File: src/rtl/torque_off_consts.vh
`ifndef TORQUE_OFF_CONSTS_VH
`define TORQUE_OFF_CONSTS_VH
`define CLK_PERIOD_NS 5
`define SKEW_WINDOW_MS 1000
`define SKEW_WINDOW_CYC 200000000
`define ADDR_CTRL 12'h000
`define ADDR_STATUS 12'h004
`define ADDR_IRQ_STAT 12'h008
`define ADDR_IRQ_MASK 12'h00C
`define ADDR_CHAN 12'h010
`define CTRL_FAULT_RESET 0
`define CTRL_RUN_REQ 1
`define IRQ_VALID_SHUTOFF 0
`define IRQ_PERM_FAULT 1
`define IRQ_CHAN_CHANGE 2
`define IRQ_BITS 3
`define IRQ_RESET 3'h0
`define ST_RUN 3'h0
`define ST_SKEW 3'h1
`define ST_SHUT_OK 3'h2
`define ST_PERM 3'h3
`define ST_SHUT_ARMED 3'h4
`endif

File: src/rtl/skew_timer.v
`include "torque_off_consts.vh"
module skew_timer #(
  parameter WIDTH = 28,
  parameter [27:0] LIMIT = `SKEW_WINDOW_CYC
) (
  // clock and reset
  input wire clk_sys,
  input wire nrst,
  // control
  input wire run,
  output wire expired
);
  reg [WIDTH-1:0] count_reg;
  reg [WIDTH-1:0] count_next;

  // counter restarts whenever run is low, so each skew event starts fresh
  always @* begin
    count_next = count_reg;
    if (!run)
      count_next = {WIDTH{1'b0}};
    else if (count_reg < LIMIT[WIDTH-1:0])
      count_next = count_reg + {{(WIDTH-1){1'b0}}, 1'b1};
  end

  always @(posedge clk_sys) begin
    if (!nrst)
      count_reg <= {WIDTH{1'b0}};
    else
      count_reg <= count_next;
  end

  assign expired = run && (count_reg >= LIMIT[WIDTH-1:0]);
endmodule // skew_timer

File: src/rtl/irq_block.v
`include "torque_off_consts.vh"
module irq_block #(
  parameter N = `IRQ_BITS
) (
  // clock and reset
  input wire clk_sys,
  input wire nrst,
  // events and software access
  input wire [N-1:0] event_set,
  input wire clear_we,
  input wire mask_we,
  input wire [N-1:0] wdata,
  // state
  output reg [N-1:0] status_reg,
  output reg [N-1:0] mask_reg,
  output wire irq
);
  always @(posedge clk_sys) begin
    if (!nrst) begin
      status_reg <= `IRQ_RESET;
      mask_reg <= `IRQ_RESET;
    end else begin
      // set beats a simultaneous write-one clear
      status_reg <= (status_reg & ~(clear_we ? wdata : {N{1'b0}}))
                    | event_set;
      if (mask_we)
        mask_reg <= wdata;
    end
  end

  assign irq = |(status_reg & mask_reg);
endmodule // irq_block

File: src/rtl/torque_off_monitor.v
// Contract
// - two redundant shutoff channels, kept separate
// - both off within one second is valid
// - valid shutoff disables stage, raises fault
// - restart only after fault reset command
// - single channel or skew: power-cycle fault
// - torque drops at once, no brake delay
// - controlled stop is not supervised here
// - no supply interruption, no standstill check
`include "torque_off_consts.vh"
module torque_off_monitor #(
  parameter TIMER_WIDTH = 28,
  parameter [27:0] SKEW_CYCLES = `SKEW_WINDOW_CYC
) (
  // clock and reset
  input wire clk_sys,
  input wire nrst,
  // shutoff channels, high means enabled
  input wire safe_torque_shutoff_a,
  input wire safe_torque_shutoff_b,
  // power stage
  output reg stage_enable,
  output reg brake_release,
  output reg fault,
  output reg perm_fault,
  // apb
  input wire psel,
  input wire penable,
  input wire pwrite,
  input wire [11:0] paddr,
  input wire [31:0] pwdata,
  output reg [31:0] prdata,
  output wire pready,
  output wire pslverr,
  output wire irq
);
  reg [2:0] state_reg;
  reg [2:0] state_next;
  reg a_prev_reg;
  reg b_prev_reg;
  reg run_req_reg;
  reg first_a_reg;
  reg [`IRQ_BITS-1:0] ev;
  wire [`IRQ_BITS-1:0] irq_status;
  wire [`IRQ_BITS-1:0] irq_mask;
  wire wr;
  wire rd;
  wire fault_reset_cmd;
  wire both_on;
  wire both_off;
  wire one_off;
  wire skew_run;
  wire skew_expired;
  reg [31:0] rdata_next;

  function mapped;
    input [11:0] a;
    begin
      mapped = (a == `ADDR_CTRL) || (a == `ADDR_STATUS) ||
               (a == `ADDR_IRQ_STAT) || (a == `ADDR_IRQ_MASK) ||
               (a == `ADDR_CHAN);
    end
  endfunction

  // zero wait state slave
  assign pready = 1'b1;
  assign pslverr = psel && penable && !mapped(paddr);
  assign wr = psel && penable && pwrite && mapped(paddr);
  assign rd = psel && !penable && !pwrite;
  assign fault_reset_cmd = wr && (paddr == `ADDR_CTRL) &&
                           pwdata[`CTRL_FAULT_RESET];

  // each channel is watched on its own input
  assign both_on = safe_torque_shutoff_a && safe_torque_shutoff_b;
  assign both_off = !safe_torque_shutoff_a && !safe_torque_shutoff_b;
  assign one_off = safe_torque_shutoff_a ^ safe_torque_shutoff_b;

  assign skew_run = (state_reg == `ST_SKEW);

  skew_timer #(
    .WIDTH(TIMER_WIDTH),
    .LIMIT(SKEW_CYCLES)
  ) u_skew (
    .clk_sys(clk_sys),
    .nrst(nrst),
    .run(skew_run),
    .expired(skew_expired)
  );

  always @* begin
    state_next = state_reg;
    case (state_reg)
      `ST_RUN: begin
        if (both_off)
          state_next = `ST_SHUT_OK;
        else if (one_off)
          state_next = `ST_SKEW;
      end
      `ST_SKEW: begin
        // window opened by first channel going off
        if (skew_expired)
          state_next = `ST_PERM;
        else if (both_off)
          state_next = `ST_SHUT_OK;
        else if (both_on)
          state_next = `ST_PERM;
        else if (first_a_reg != !safe_torque_shutoff_a)
          state_next = `ST_PERM;
      end
      `ST_SHUT_OK: begin
        // stays latched until fault reset with channels restored
        if (one_off && !both_off)
          state_next = `ST_SHUT_OK;
        if (fault_reset_cmd && both_on)
          state_next = `ST_SHUT_ARMED;
      end
      `ST_SHUT_ARMED: begin
        // restart needs a deliberate run request after the reset
        if (!both_on)
          state_next = one_off ? `ST_SKEW : `ST_SHUT_OK;
        else if (run_req_reg)
          state_next = `ST_RUN;
      end
      `ST_PERM: state_next = `ST_PERM; // only nrst clears it
      default: state_next = `ST_PERM;
    endcase
  end

  always @(posedge clk_sys) begin
    if (!nrst) begin
      state_reg <= `ST_SHUT_ARMED;
      // idle level is enabled, so no false change event after reset
      a_prev_reg <= 1'b1;
      b_prev_reg <= 1'b1;
      first_a_reg <= 1'b0;
      run_req_reg <= 1'b0;
    end else begin
      state_reg <= state_next;
      a_prev_reg <= safe_torque_shutoff_a;
      b_prev_reg <= safe_torque_shutoff_b;
      if (state_next == `ST_SKEW && state_reg != `ST_SKEW)
        first_a_reg <= !safe_torque_shutoff_a;
      if (wr && paddr == `ADDR_CTRL)
        run_req_reg <= pwdata[`CTRL_RUN_REQ];
      else if (state_reg != `ST_SHUT_ARMED && state_reg != `ST_RUN)
        run_req_reg <= 1'b0;
    end
  end

  // stage is registered and drops one clock after the channels, brake delay is bypassed
  // no standstill or decel check is done
  always @(posedge clk_sys) begin
    if (!nrst) begin
      stage_enable <= 1'b0;
      brake_release <= 1'b0;
      fault <= 1'b0;
      perm_fault <= 1'b0;
    end else begin
      stage_enable <= (state_next == `ST_RUN) && both_on;
      brake_release <= (state_next == `ST_RUN) && both_on;
      fault <= (state_next == `ST_SHUT_OK) ||
               (state_next == `ST_SKEW) ||
               (state_next == `ST_PERM);
      perm_fault <= (state_next == `ST_PERM);
    end
  end

  always @* begin
    ev = {`IRQ_BITS{1'b0}};
    ev[`IRQ_VALID_SHUTOFF] = (state_next == `ST_SHUT_OK) &&
                             (state_reg != `ST_SHUT_OK);
    ev[`IRQ_PERM_FAULT] = (state_next == `ST_PERM) &&
                          (state_reg != `ST_PERM);
    ev[`IRQ_CHAN_CHANGE] = (a_prev_reg != safe_torque_shutoff_a) ||
                           (b_prev_reg != safe_torque_shutoff_b);
  end

  irq_block #(
    .N(`IRQ_BITS)
  ) u_irq (
    .clk_sys(clk_sys),
    .nrst(nrst),
    .event_set(ev),
    .clear_we(wr && paddr == `ADDR_IRQ_STAT),
    .mask_we(wr && paddr == `ADDR_IRQ_MASK),
    .wdata(pwdata[`IRQ_BITS-1:0]),
    .status_reg(irq_status),
    .mask_reg(irq_mask),
    .irq(irq)
  );

  always @* begin
    rdata_next = 32'h0000_0000;
    case (paddr)
      `ADDR_CTRL: rdata_next = {30'h0, run_req_reg, 1'b0};
      `ADDR_STATUS: rdata_next = {25'h0, state_reg, perm_fault, fault,
                                  brake_release, stage_enable};
      `ADDR_IRQ_STAT: rdata_next = {29'h0, irq_status};
      `ADDR_IRQ_MASK: rdata_next = {29'h0, irq_mask};
      `ADDR_CHAN: rdata_next = {30'h0, safe_torque_shutoff_b,
                                safe_torque_shutoff_a};
      default: rdata_next = 32'h0000_0000;
    endcase
  end

  // read data captured in setup so it is stable in the access phase
  always @(posedge clk_sys) begin
    if (!nrst)
      prdata <= 32'h0000_0000;
    else if (rd)
      prdata <= rdata_next;
  end
endmodule // torque_off_monitor

File: config.mk
export PLATFORM = sky130hd
export DESIGN_NAME = torque_off_monitor
export DESIGN_NICKNAME = d
export VERILOG_FILES = /design/src/rtl/skew_timer.v /design/src/rtl/irq_block.v /design/src/rtl/torque_off_monitor.v
export VERILOG_INCLUDE_DIRS = /design/src /design/src/rtl
export SDC_FILE = /design/constraint.sdc
export NUM_CORES = 1
export LEC_CHECK = 0
export BUFFER_PORTS_ARGS = -buffer_cell sky130_fd_sc_hd__buf_2
export CAP_MARGIN = 20
export CORE_MARGIN = 2
export CORE_UTILIZATION = 40
export CTS_BUF_LIST = sky130_fd_sc_hd__clkbuf_16
export DETAILED_ROUTE_END_ITERATION = 6
export PLACE_DENSITY = 0.74
export SLEW_MARGIN = 20
export SYNTH_ARGS = -nofsm -noshare
export SYNTH_HDL_FRONTEND = slang
export SYNTH_HIERARCHICAL = 1
export SYNTH_SLANG_ARGS = --single-unit
File: constraint.sdc
create_clock -name clk_sys -period 4.6 [get_ports clk_sys]
set_clock_uncertainty 0.1 [all_clocks]
set_input_delay 0.46 -clock clk_sys [delete_from_list [all_inputs] [get_ports clk_sys]]
set_output_delay 0.46 -clock clk_sys [all_outputs]
set_load 0.03 [all_outputs]
### After elaboration in Yosys (flattened, before gate mapping)

Cells that the tools add are included.

| storage, ports and cells | value |
|---|---|
| flip-flop bits (word level) | 76 |
| input bits | 51 |

| cells by class | value |
|---|---|
| $add $sub $neg | 1 |
| order comparisons | 2 |
| equality and inequality tests | 17 |
| multiplexer cells | 16 |
| bitwise gates (word level) | 5 |
| reductions and logical operators | 40 |

Operator list:

| cell | number |
|---|---|
| 7-bit one-hot mux with 5 select lines | 1 |
| 3-bit two-way mux | 11 |
| 28-bit by 1-bit adder with 28-bit output (second input constant) | 1 |
| 28-bit >= comparator (second input constant) | 1 |
| 28-bit < comparator (second input constant) | 1 |
| 12-bit by 4-bit equality test with 1-bit output (second input constant) | 2 |
| 1-bit logical AND | 20 |
| 12-bit by 3-bit equality test with 1-bit output (second input constant) | 1 |
| 12-bit by 5-bit equality test with 1-bit output (second input constant) | 1 |
| 12-bit zero test | 1 |
| 3-bit one-hot mux with 4 select lines | 1 |
| 3-bit by 2-bit equality test with 1-bit output (second input constant) | 3 |
| 1-bit logical OR | 7 |
| 3-bit AND | 2 |
| 3-bit by 1-bit equality test with 1-bit output (second input constant) | 2 |
| 1-bit zero test | 6 |
| 3-bit zero test | 2 |
| 3-bit by 2-bit inequality test with 1-bit output (second input constant) | 2 |
| 3-bit equality test (second input constant) | 1 |
| 1-bit inequality test | 3 |
| 3-bit by 1-bit inequality test with 1-bit output (second input constant) | 1 |
| 3-bit inequality test (second input constant) | 1 |
| 3-bit inverter | 1 |
| 3-bit bitwise OR | 1 |
| 7 further kinds | 8 |

### Logic depth before layout (Yosys ltp)

Gate-level depths: netlist (run 1).

| depth | value |
|---|---|
| word-level depth | 14 |
| gate-level depth with buffers | 14 |
| mapped depth without buffers | 10 |

### Cells and area by module

Netlist (run 1), hierarchy kept.

Modules (own cells, without submodules):

| module | instances | cells each | area an instance (um2) | seq. area each (um2) |
|---|---|---|---|---|
| skew_timer | 1 | 189 | 1506.4 | 560.5 |
| torque_off_monitor | 1 | 143 | 1176.1 | 340.3 |
| irq_block | 1 | 23 | 227.7 | 120.1 |

### Worst setup path after synthesis (run 1)

Ideal clock, no wire load.

| path | value |
|---|---|
| kind | register to register |
| from | register u_skew.count_reg[16] |
| to | register u_irq.status_reg[0] |
| arrival | 2.492 ns |
| required time | 4.426 ns |
| slack | 1.933 ns |
| cell stages (with the launch flop) | 14 |
| buffers on the path | 4 |
| clock period less this slack | 2.667 ns |
| path through | dfxtp_1 > and4_1 > buf_6 > a211o_1 > and4b_1 > buf_6 > buf_6 > clkbuf_1 > and2_1 > o31a_1 > nor3_1 > nor2b_1 > o21ai_0 > a31oi_1 |

| on the way | value |
|---|---|
| longest elaborated chain between the ends | 7 |

RTL lines:

| what | line | source |
|---|---|---|
| from (decl) | skew_timer.v:13 | `reg [WIDTH-1:0] count_reg;` |
| from (signal assigned) | skew_timer.v:27 | `count_reg <= {WIDTH{1'b0}};` |
| from (signal assigned) | skew_timer.v:29 | `count_reg <= count_next;` |
| 28-bit >= comparator | skew_timer.v:32 | `assign expired = run && (count_reg >= LIMIT[WIDTH-1:0]);` |
| 1-bit logical AND | skew_timer.v:32 |  |
| via skew_expired | torque_off_monitor.v:53 | `wire skew_expired;` |
| 3-bit two-way mux | torque_off_monitor.v:101 | `if (skew_expired)` |
| 3-bit one-hot mux with 4 select lines | torque_off_monitor.v:92 | `case (state_reg)` |
| 3-bit by 2-bit equality test with 1-bit output (no line) | -- |  |
| 1-bit logical AND | torque_off_monitor.v:170 | `` ev[`IRQ_VALID_SHUTOFF] = (state_next == `ST_SHUT_OK) && `` |
| via ev[0] | torque_off_monitor.v:43 | `` reg [`IRQ_BITS-1:0] ev; `` |
| 3-bit bitwise OR | irq_block.v:25 | `\| event_set;` |
| to (signal assigned) | irq_block.v:20 | `` status_reg <= `IRQ_RESET; `` |
| to (signal assigned) | irq_block.v:24 | `status_reg <= (status_reg & ~(clear_we ? wdata : {N{1'b0}}))` |
| to (decl) | irq_block.v:14 | `output reg [N-1:0] status_reg,` |

The timed path passes the listed nets, and every way through them passes these cells.
A chain may end at the register's enable or synchronous reset.

### Final worst setup path (run 1)

| path | value |
|---|---|
| from | register u_skew.count_reg[22] |
| to | register u_irq.status_reg[0] |

The elaborated chain is that of the path after synthesis.

==> results.json, run 1 <==
{
  "fin_nets": 430,
  "grtUsageTotal": 0.159,
  "worstPathCellList": "nand4_1, o21ba_2, and4b_1, and2_1, nor3_1, nand3_1, nand3_1, nor2b_1, o21ai_0, a31oi_1",
  "clkSlewWorstSetupHoldPaths_ps": 70,
  "power.density_cell_area_mw_per_mm2": 306,
  "cts_hold_buffers": 0,
  "synth-async-reset-ratio": 0,
  "vias": 2538,
  "global_route.usage.met3": 0.0471,
  "critical_path_class": "register to register",
  "root_buffer": "clkbuf_16",
  "tritoncts": "yes",
  "slew_headroom": 0.305,
  "timing.critical_path.required_ps": 4720,
  "maxCapViolations": 0,
  "gp_congestion": 0.827,
  "setup_tns_ps": 0,
  "floorplan.die.height_um": 89.3,
  "clock_tree.htree_level_count": 2,
  "first_global_vias": 2217,
  "cts_post_setup_buffers_inserted": 0,
  "run_status": "finished clean",
  "path_common_cell": "nand3_1",
  "layout_common_cells": "dfxtp_1, buf_2, nand2_1, conb_1, nor2_1",
  "min_path_type": "primary input to register",
  "synth.distinct_cells": 61,
  "design.core.area_mm2": 0.00714,
  "largest_net_degree_at_the_start_of_global_routing": 37,
  "final_common_cell": "dfxtp_1",
  "io-pin-count": 90,
  "p_leak_nw": 1.14,
  "synth_edf_count": 0,
  "arrival_ps": 3280,
  "dp_hpwl_um": 4360,
  "fp.dieW_um": 89.3,
  "yosys_most_used_dff": "dfxtp_1",
  "setup-violations-final": 0,
  "post_synthesis_instance_area_mm2": 0.00291,
  "synth_seq_cells": 51,
  "worstMarginPinSlew_ps": 1040,
  "cp_num_buf_inv": 0,
  "first_pass_iters": 4,
  "setup_repair_after_global_routing_missed_its_margin": "false",
  "detail_route.drc_violations": 0,
  "io_buffer_count": 34,
  "diodes": 0,
  "max-vdd-ir-drop_v": 0.000195,
  "cts-root-to-sink-buffers": 2,
  "gr-usage-met1": 0.199,
  "areaGrowthSynthToFinish_pct": 8.00,
  "drtAntennaViolNets": 0,
  "synth_largest_type_area_fraction": 0.351,
  "worst_reg2reg_setup_slack_ps": 1440,
  "critPathMaxFanout": 36,
  "post-route-min-period_ps": 3160,
  "post-route-util": 0.440,
  "critical_path.slowest_cell": "and4b_1",
  "post_cts_resized": 0,
  "critical-path-top-delay-family": "simple AND/OR/NAND/NOR gates",
  "grt_pass1_wl_um": 10100,
  "largest_reg_flops": 28,
  "drt-total-wl_um": 5960,
  "synth_sequential_area_ratio": 0.351,
  "worstSetupStartpointType": "register",
  "synth.yosys.warnings": 6,
  "timing.final.crit_share": 0.687,
  "final_layout_size_suffix_gt1_frac": 0.125,
  "clk_latency_ps": 290,
  "placementRows": 31,
  "maxClockFrequency_mhz": 316,
  "starting_utilization_of_the_core_area": 0.408,
  "wire_per_inst_um": 12.5,
  "fp.dieArea_mm2": 0.00797,
  "post_synth.cell_area_avg_um2": 8.20,
  "crit_path_max_incr_delay_ps": 940,
  "kind_of_end_point_of_the_critical_path": "register",
  "detail_route.vias_per_cell": 5.34,
  "netlist_top_cells_area": "dfxtp_1, buf_4, a21oi_1, nand2_1, nor2_1",
  "filler_cell_count": 709,
  "grt_antenna_before_repair": 0,
  "globalRouteOverflowTotal": 0,
  "met2_use_gr": 0.268,
  "synth_largest_area_cell": "dfxtp_1",
  "cts.sink_count": 51,
  "timing_max_transition_violations_final": 0,
  "cts_buffers": 5,
  "mapped_cells": 355,
  "final_hold_viol_count": 0,
  "drt-initial-drc-count": 196,
  "grt.busiest_layer": "met2"
}
logic make-up after synthesis:
family                   count (synthesis)  synth area share
AO/OA/AOI/OAI                           83             0.191
other                                    2           0.00258
buffers and inverters                   62             0.124
adder cells (fa/ha/maj)                  4            0.0172
flip-flops                              51             0.351
XOR/XNOR                                 9            0.0271
AND/OR/NAND/NOR                        137             0.263
multiplexers                             7            0.0245
synth_stat cells (2+ instances only):
cell      count
nor4_1        6
nand4_1       4
and2_1        4
xnor2_1       8
a21o_1        3
or4b_1        2
conb_1        2
o41ai_1       2
and4_1        4
or3_1         7
buf_4        27
clkbuf_1     12
or4_1        10
nand3_1      15
and3_1        2
inv_1        17
nand2_1      26
mux2i_1       6
nor2b_1       8
a21oi_1      23
ha_1          4
o31ai_1      11
o21ai_0      14
a22o_1        6
nor3_1       11
buf_2         3
a31oi_1       7
and4b_1       2
nor2_1       24
dfxtp_1      51
buf_6         3
a211oi_1      2
final cells by class:
cell class / instances / area, um2 / share of cell area
Multi-Input combinational cell: 266 / 1620 / 0.515
Clock inverter: 3 / 20.0 / 0.00637
Tap cell: 99 / 124 / 0.0394
Timing Repair Buffer: 34 / 170 / 0.0541
Sequential cell: 51 / 1020 / 0.325
Inverter: 17 / 63.8 / 0.0203
Clock buffer: 5 / 125 / 0.0398
stage by stage:
step / cell area, um2 / hold WS, ps / instances / setup WS [ps] / power, mW
2_1_floorplan: 3000 / 342 / 379 / 1930 / 0.590
3_3_place_gp: 3000 / 345 / 467 / 1580 / 0.601
3_5_place_dp: 3000 / 350 / 467 / 1520 / 0.603
4_1_cts: 3140 / 265 / 475 / 1490 / 0.971
5_1_grt: 3140 / 281 / 475 / 1070 / 1.01
6_report: 3140 / 275 / 475 / 1440 / 0.961
worst register-to-register path, stage by stage (launching register included):
cell and delay (ps):
dfxtp_1 390, nand4_1 220, o21ba_2 280, and4b_1 940, and2_1 310, nor3_1 80, nand3_1 80, nand3_1 190
nor2b_1 220, o21ai_0 110, a31oi_1 160
final timing paths:
| check | startpoint | end | cells after the start |
|---|---|---|---|
| worst max-delay path | u_skew/count_reg[22]$_SDFFE_PN0N_ | u_irq/status_reg[0]$_SDFF_PN0_ | 10 |
| worst min-delay path | pwdata[2] | u_irq/status_reg[2]$_SDFF_PN0_ | 2 |
| worst max register to register | u_skew/count_reg[22]$_SDFFE_PN0N_ | u_irq/status_reg[0]$_SDFF_PN0_ | 10 |
| worst min register to register | prdata[2]$_SDFFE_PN0P_ | prdata[2]$_SDFFE_PN0P_ | 2 |
layer usage:
| layer | routed length (um) | part of all wire |
|---|---|---|
| met5 | 0 | 0 |
| met4 | 79 | 0.013 |
| met3 | 303 | 0.051 |
| met2 | 2920 | 0.49 |
| met1 | 2660 | 0.45 |
power by group:
part / switching [mW] / internal, mW / leakage, nW
sequential: 0.0153 / 0.455 / 0.414
combinational: 0.0856 / 0.0386 / 0.660
clock: 0.165 / 0.201 / 0.0674
total: 0.266 / 0.695 / 1.14
No activity file was read; power rests on OpenSTA's default activity.
==> run 2: changes to the inputs <==
==> constraint.sdc (replaced) <==
create_clock -name clk_sys -period 3.1 [get_ports clk_sys]
set_clock_uncertainty 0.1 [all_clocks]
set_input_delay 0.31 -clock clk_sys [delete_from_list [all_inputs] [get_ports clk_sys]]
set_output_delay 0.31 -clock clk_sys [all_outputs]
set_load 0.03 [all_outputs]
==> run 2 against run 1 <==
Setup slack lost 810 ps. Worst hold slack got worse by 150 ps. Combinational power increased by 49%. Wire length increased by 0.82%. Die area unchanged. Global-route usage barely moved. Count of clock-buffer cells in the layout unchanged. Largest power group unchanged.
==> results.json, run 2 (synthesis results as in run 1) <==
{
  "drt-total-wl_um": 6010,
  "arrival_ps": 2590,
  "wire_per_inst_um": 12.6,
  "areaGrowthSynthToFinish_pct": 8.13,
  "timing_max_transition_violations_final": 0,
  "diodes": 0,
  "setup_tns_ps": 0,
  "io-pin-count": 90,
  "drtAntennaViolNets": 0,
  "drt-initial-drc-count": 115,
  "max-vdd-ir-drop_v": 0.000204,
  "final_hold_viol_count": 0,
  "cts_post_setup_buffers_inserted": 0,
  "worstHoldPathCells": 2,
  "worst_hold_path.endpoint": "u_irq/status_reg[2]$_SDFF_PN0_",
  "power.density_cell_area_mw_per_mm2": 446,
  "clock_tree.htree_level_count": 2,
  "run_status": "finished clean",
  "post_cts_resized": 0,
  "first_pass_iters": 4,
  "vias": 2536,
  "design.core.area_mm2": 0.00714,
  "min_path_type": "primary input to register",
  "cts_buffers": 5,
  "detail_route.vias_per_cell": 5.33,
  "timing.final.crit_share": 0.798,
  "worstSetupStartpointType": "register",
  "grt_antenna_before_repair": 0,
  "placementRows": 31,
  "hold_path.startpoint": "pwdata[2]",
  "maxClockFrequency_mhz": 404,
  "cts_hold_buffers": 0,
  "final.setup.worst_slack_ps": 627,
  "critical-path-top-delay-family": "simple AND/OR/NAND/NOR gates",
  "dp_hpwl_um": 4520,
  "fin_nets": 432,
  "cts-root-to-sink-buffers": 2,
  "grt_pass1_wl_um": 10000,
  "setup-violations-final": 0,
  "largest_net_degree_at_the_start_of_global_routing": 36,
  "fin_worst_hold_slack_ps": 121,
  "crit_path_max_incr_delay_ps": 350,
  "maxCapViolations": 0,
  "slew_headroom": 0.570,
  "final_layout_size_suffix_gt1_frac": 0.127,
  "depth_of_the_most_critical_reg_to_reg_path": 9,
  "cp_num_buf_inv": 0,
  "filler_cell_count": 743,
  "worstPathCellList": "and4_1, a211o_1, and4b_1, and2_1, o31a_1, nor3_1, nor2b_1, o21ai_0, a31oi_1",
  "root_buffer": "clkbuf_16",
  "setup_repair_after_global_routing_missed_its_margin": "false",
  "floorplan.die.height_um": 89.3,
  "layout_common_cells": "dfxtp_1, buf_2, nand2_1, conb_1, nor2_1",
  "final_common_cell": "dfxtp_1",
  "starting_utilization_of_the_core_area": 0.408,
  "largest_reg_flops": 28,
  "globalRouteOverflowTotal": 0,
  "fp.dieArea_mm2": 0.00797,
  "dpl.cell_count": 469,
  "worstMarginPinSlew_ps": 643,
  "post_layout_nonfiller_instances": 476,
  "worst_r2r_startpoint": "u_skew/count_reg[15]$_SDFFE_PN0N_",
  "post-route-min-period_ps": 2470,
  "first_global_vias": 2246,
  "critical_path_class": "register to register",
  "p_total_mw": 1.40,
  "detail_route.drc_violations": 0,
  "fp.dieW_um": 89.3,
  "post-place-ws_ps": 665,
  "timing.critical_path.required_ps": 3220,
  "regToRegEndpoint": "u_irq/status_reg[0]$_SDFF_PN0_",
  "tritoncts": "yes",
  "worst_reg2reg_setup_slack_ps": 630,
  "clk_latency_ps": 290,
  "gp_congestion": 0.834,
  "cts.sink_count": 51,
  "io_buffer_count": 34,
  "kind_of_end_point_of_the_critical_path": "register",
  "critical_path.slowest_cell": "dfxtp_1",
  "clkSlewWorstSetupHoldPaths_ps": 60,
  "grtUsageTotal": 0.159,
  "critPathMaxFanout": 6,
  "p_leak_nw": 1.15
}
-- run 2: cell count changes in the layout (fill, tap and decap cells not counted), sizes merged --
cell      delta
clkinvlp     -1
buf          +2
-- run 2: worst max path at each step --
stage	startpoint	endpoint	depth (start not counted)	slack (ps)
6_report	u_skew/count_reg[15]$_SDFFE_PN0N_	u_irq/status_reg[0]$_SDFF_PN0_	9	630
5_1_grt	u_skew/count_reg[15]$_SDFFE_PN0N_	u_irq/status_reg[0]$_SDFF_PN0_	9	420
4_1_cts	u_skew/count_reg[15]$_SDFFE_PN0N_	u_irq/status_reg[0]$_SDFF_PN0_	9	640
3_5_place_dp	u_skew/count_reg[15]$_SDFFE_PN0N_	u_irq/status_reg[0]$_SDFF_PN0_	9	670
3_3_place_gp	u_skew/count_reg[15]$_SDFFE_PN0N_	u_irq/status_reg[0]$_SDFF_PN0_	9	710
2_1_floorplan	u_skew/count_reg[16]$_SDFFE_PN0N_	u_irq/status_reg[0]$_SDFF_PN0_	13	430
-- run 2: power breakdown --
group	internal [mW]	leakage [nW]	switching, mW
combinational	0.0580	0.669	0.127
clock	0.290	0.0671	0.228
sequential	0.676	0.414	0.0229
-- run 2: final cells by class --
class                   count  area [um2]  share of cell area
well taps                  99         124              0.0394
inverters                  17        63.8              0.0203
clock inverters             2        8.76             0.00278
clock buffers               5         125              0.0398
multi-input cells         266        1620               0.515
repair buffers             36         185              0.0588
flip-flops and latches     51        1020               0.324
-- run 2: stage by stage --
step / utilization / area, um2
5_1_grt: 0.441 / 3150
3_5_place_dp: 0.422 / 3010
6_report: 0.441 / 3150
2_1_floorplan: - / 3000
3_3_place_gp: 0.422 / 3010
4_1_cts: 0.441 / 3150
-- run 2: metal layers --
metal	part of all wire	wire, um	track usage
met5	0	0	0
met4	0.011	68	0.0611
met3	0.035	209	0.0323
met2	0.50	3010	0.271
met1	0.45	2710	0.196
==> run 3: changes to the inputs <==
--- a/config.mk
+++ b/config.mk
@@ -12,7 +12,7 @@
 export CORE_UTILIZATION = 40
 export CTS_BUF_LIST = sky130_fd_sc_hd__clkbuf_16
 export DETAILED_ROUTE_END_ITERATION = 6
-export PLACE_DENSITY = 0.74
+export PLACE_DENSITY = 0.76
 export SLEW_MARGIN = 20
 export SYNTH_ARGS = -nofsm -noshare
 export SYNTH_HDL_FRONTEND = slang
==> constraint.sdc (replaced) <==
create_clock -name clk_sys -period 2.1 [get_ports clk_sys]
set_clock_uncertainty 0.1 [all_clocks]
set_input_delay 0.21 -clock clk_sys [delete_from_list [all_inputs] [get_ports clk_sys]]
set_output_delay 0.21 -clock clk_sys [all_outputs]
set_load 0.03 [all_outputs]
==> run 3 against run 2 <==
The flow now finishes with violations (setup timing). Via count increased by 5.5%. Register-to-register slack got worse by 750 ps. Utilization increased by 3.6 points. Clock power increased by 55%. Sequential share of layout area decreased by 2.3 points. Setup slack got worse by 750 ps. Sequential cell count unchanged. Wire length increased by 8.4%. Critical path type unchanged. Largest cell class unchanged.
==> results.json, run 3 (synthesis results as in run 1) <==
{
  "run_status": "complete, but fails checks",
  "failing_checks": "setup timing",
  "vias": 2675,
  "grt_antenna_before_repair": 0,
  "worstMarginPinSlew_ps": 562,
  "cp_num_buf_inv": 0,
  "worstPathCellList": "a21o_1, a211o_1, and4b_1, and2_4, o31a_1, nor3_2, nor2b_4, o21ai_1, a31oi_1",
  "power.switching_uw": 614,
  "floorplan.die.height_um": 89.3,
  "wire_per_inst_um": 12.9,
  "detail_route.drc_violations": 0,
  "cts_hold_buffers": 0,
  "drtAntennaViolNets": 0,
  "clkPwrFrac": 0.368,
  "maxCapViolations": 0,
  "timing_max_transition_violations_final": 0,
  "kind_of_end_point_of_the_critical_path": "register",
  "largest_reg_flops": 28,
  "crit_path_start": "u_skew/count_reg[18]$_SDFFE_PN0N_",
  "dp_hpwl_um": 4850,
  "worstSetupStartpointType": "register",
  "placementRows": 31,
  "fp.dieW_um": 89.3,
  "timing.final.crit_share": 1.06,
  "diodes": 0,
  "cts.sink_count": 51,
  "critPathMaxFanout": 3,
  "grt_pass1_wl_um": 10600,
  "critical_path.slowest_cell": "dfxtp_1",
  "worstSetupPathDepth": 9,
  "critical_path_class": "register to register",
  "power.sequential.fraction": 0.472,
  "cts_buffers": 5,
  "arrival_ps": 2340,
  "fin_nets": 461,
  "final_hold_viol_count": 0,
  "p_total_mw": 2.18,
  "clk_latency_ps": 290,
  "globalRouteOverflowTotal": 0,
  "post-route-min-period_ps": 2220,
  "io_buffer_count": 34,
  "final.setup.worst_slack_ps": -124,
  "fp.dieArea_mm2": 0.00797,
  "io-pin-count": 90,
  "post-route-util": 0.477,
  "setup_tns_ps": -343,
  "power_switching_share": 0.282,
  "place_area_mm2": 0.00322,
  "depth_of_the_most_critical_reg_to_reg_path": 9,
  "tritoncts": "yes",
  "clock_tree.htree_level_count": 2,
  "first_global_vias": 2358,
  "drt-initial-drc-count": 177,
  "crit_path_max_incr_delay_ps": 310,
  "critPathCapture": "u_irq/status_reg[0]$_SDFF_PN0_",
  "detail_route.vias_per_cell": 5.29,
  "slew_headroom": 0.620,
  "design.core.area_mm2": 0.00714,
  "worst_r2r_startpoint": "u_skew/count_reg[18]$_SDFFE_PN0N_",
  "layout.cell_area.non_filler_mm2": 0.00340,
  "areaGrowthSynthToFinish_pct": 17.0,
  "final_common_cell": "dfxtp_1",
  "comb_power_share": 0.160,
  "largest_net_degree_at_the_start_of_global_routing": 36,
  "post-place-ws_ps": -141,
  "grtUsageTotal": 0.166,
  "max-vdd-ir-drop_v": 0.000490,
  "internal_power_mw": 1.56,
  "setup-violations-final": 5,
  "root_buffer": "clkbuf_16",
  "regToRegEndpoint": "u_irq/status_reg[0]$_SDFF_PN0_",
  "drt-total-wl_um": 6510,
  "gp_congestion": 0.887,
  "layout_common_cells": "dfxtp_1, buf_2, buf_4",
  "post_layout_nonfiller_instances": 506,
  "worstHoldPathCells": 2,
  "final_layout_size_suffix_gt1_frac": 0.209,
  "critical-path-top-delay-family": "compound AO/OA/AOI/OAI gates",
  "dpl.cell_count": 495,
  "cts-root-to-sink-buffers": 2,
  "worst_reg2reg_setup_slack_ps": -120,
  "timing.critical_path.required_ps": 2220,
  "starting_utilization_of_the_core_area": 0.408,
  "min_path_type": "primary input to register",
  "first_pass_iters": 4,
  "clkSlewWorstSetupHoldPaths_ps": 70,
  "power.density_cell_area_mw_per_mm2": 639,
  "p_leak_nw": 1.31,
  "maxClockFrequency_mhz": 450,
  "fin_worst_hold_slack_ps": 38.6,
  "setup_repair_after_global_routing_missed_its_margin": "true"
}
[run 3: cell types whose count changed in the layout (fill, tap and decap cells not counted), sizes merged]
cell      change
buf          +29
clkinvlp      +1
[run 3: layout make-up]
cell class | instances | area, um2
clock buffer | 5 | 125
clock inverter | 3 | 15.0
fill | 720 | 3730
inverter | 17 | 63.8
multi-input combinational | 266 | 1650
sequential | 51 | 1020
tap | 99 | 124
timing repair buffer | 65 | 403
[run 3: timing repair]
action	4_1_cts	5_1_grt
endpoints found under the setup margin	12	15
pin swaps	5	0
setup buffers	1	2
gates resized for setup	5	0
[run 3: power by group through the flow]
stage          clock, mW  sequential, mW  combinational, mW
2_1_floorplan          0            1.05              0.251
3_3_place_gp           0            1.05              0.301
3_5_place_dp           0            1.05              0.311
4_1_cts            0.810            1.03              0.329
5_1_grt            0.845            1.03              0.379
6_report           0.802            1.03              0.347
[run 3: per-layer routing]
metal | part of all wire | vias to the layer above | global-route usage
li1 | - | 1344 | -
met1 | 0.44 | 1246 | 0.204
met2 | 0.50 | 78 | 0.300
met3 | 0.046 | 7 | 0.0388
met4 | 0.0084 | 0 | 0.0299
met5 | 0 | - | 0
[run 3: how the worst min path moves through the flow]
stage                          start                             end  slack [ps]
2_1_floorplan  safe_torque_shutoff_a        first_a_reg$_SDFFE_PN0P_         210
3_3_place_gp               pwdata[2]  u_irq/status_reg[2]$_SDFF_PN0_         320
3_5_place_dp               pwdata[1]  u_irq/status_reg[1]$_SDFF_PN0_         340
4_1_cts                    pwdata[2]  u_irq/status_reg[2]$_SDFF_PN0_          30
5_1_grt                    pwdata[1]  u_irq/status_reg[1]$_SDFF_PN0_          50
6_report                   pwdata[1]  u_irq/status_reg[1]$_SDFF_PN0_          40
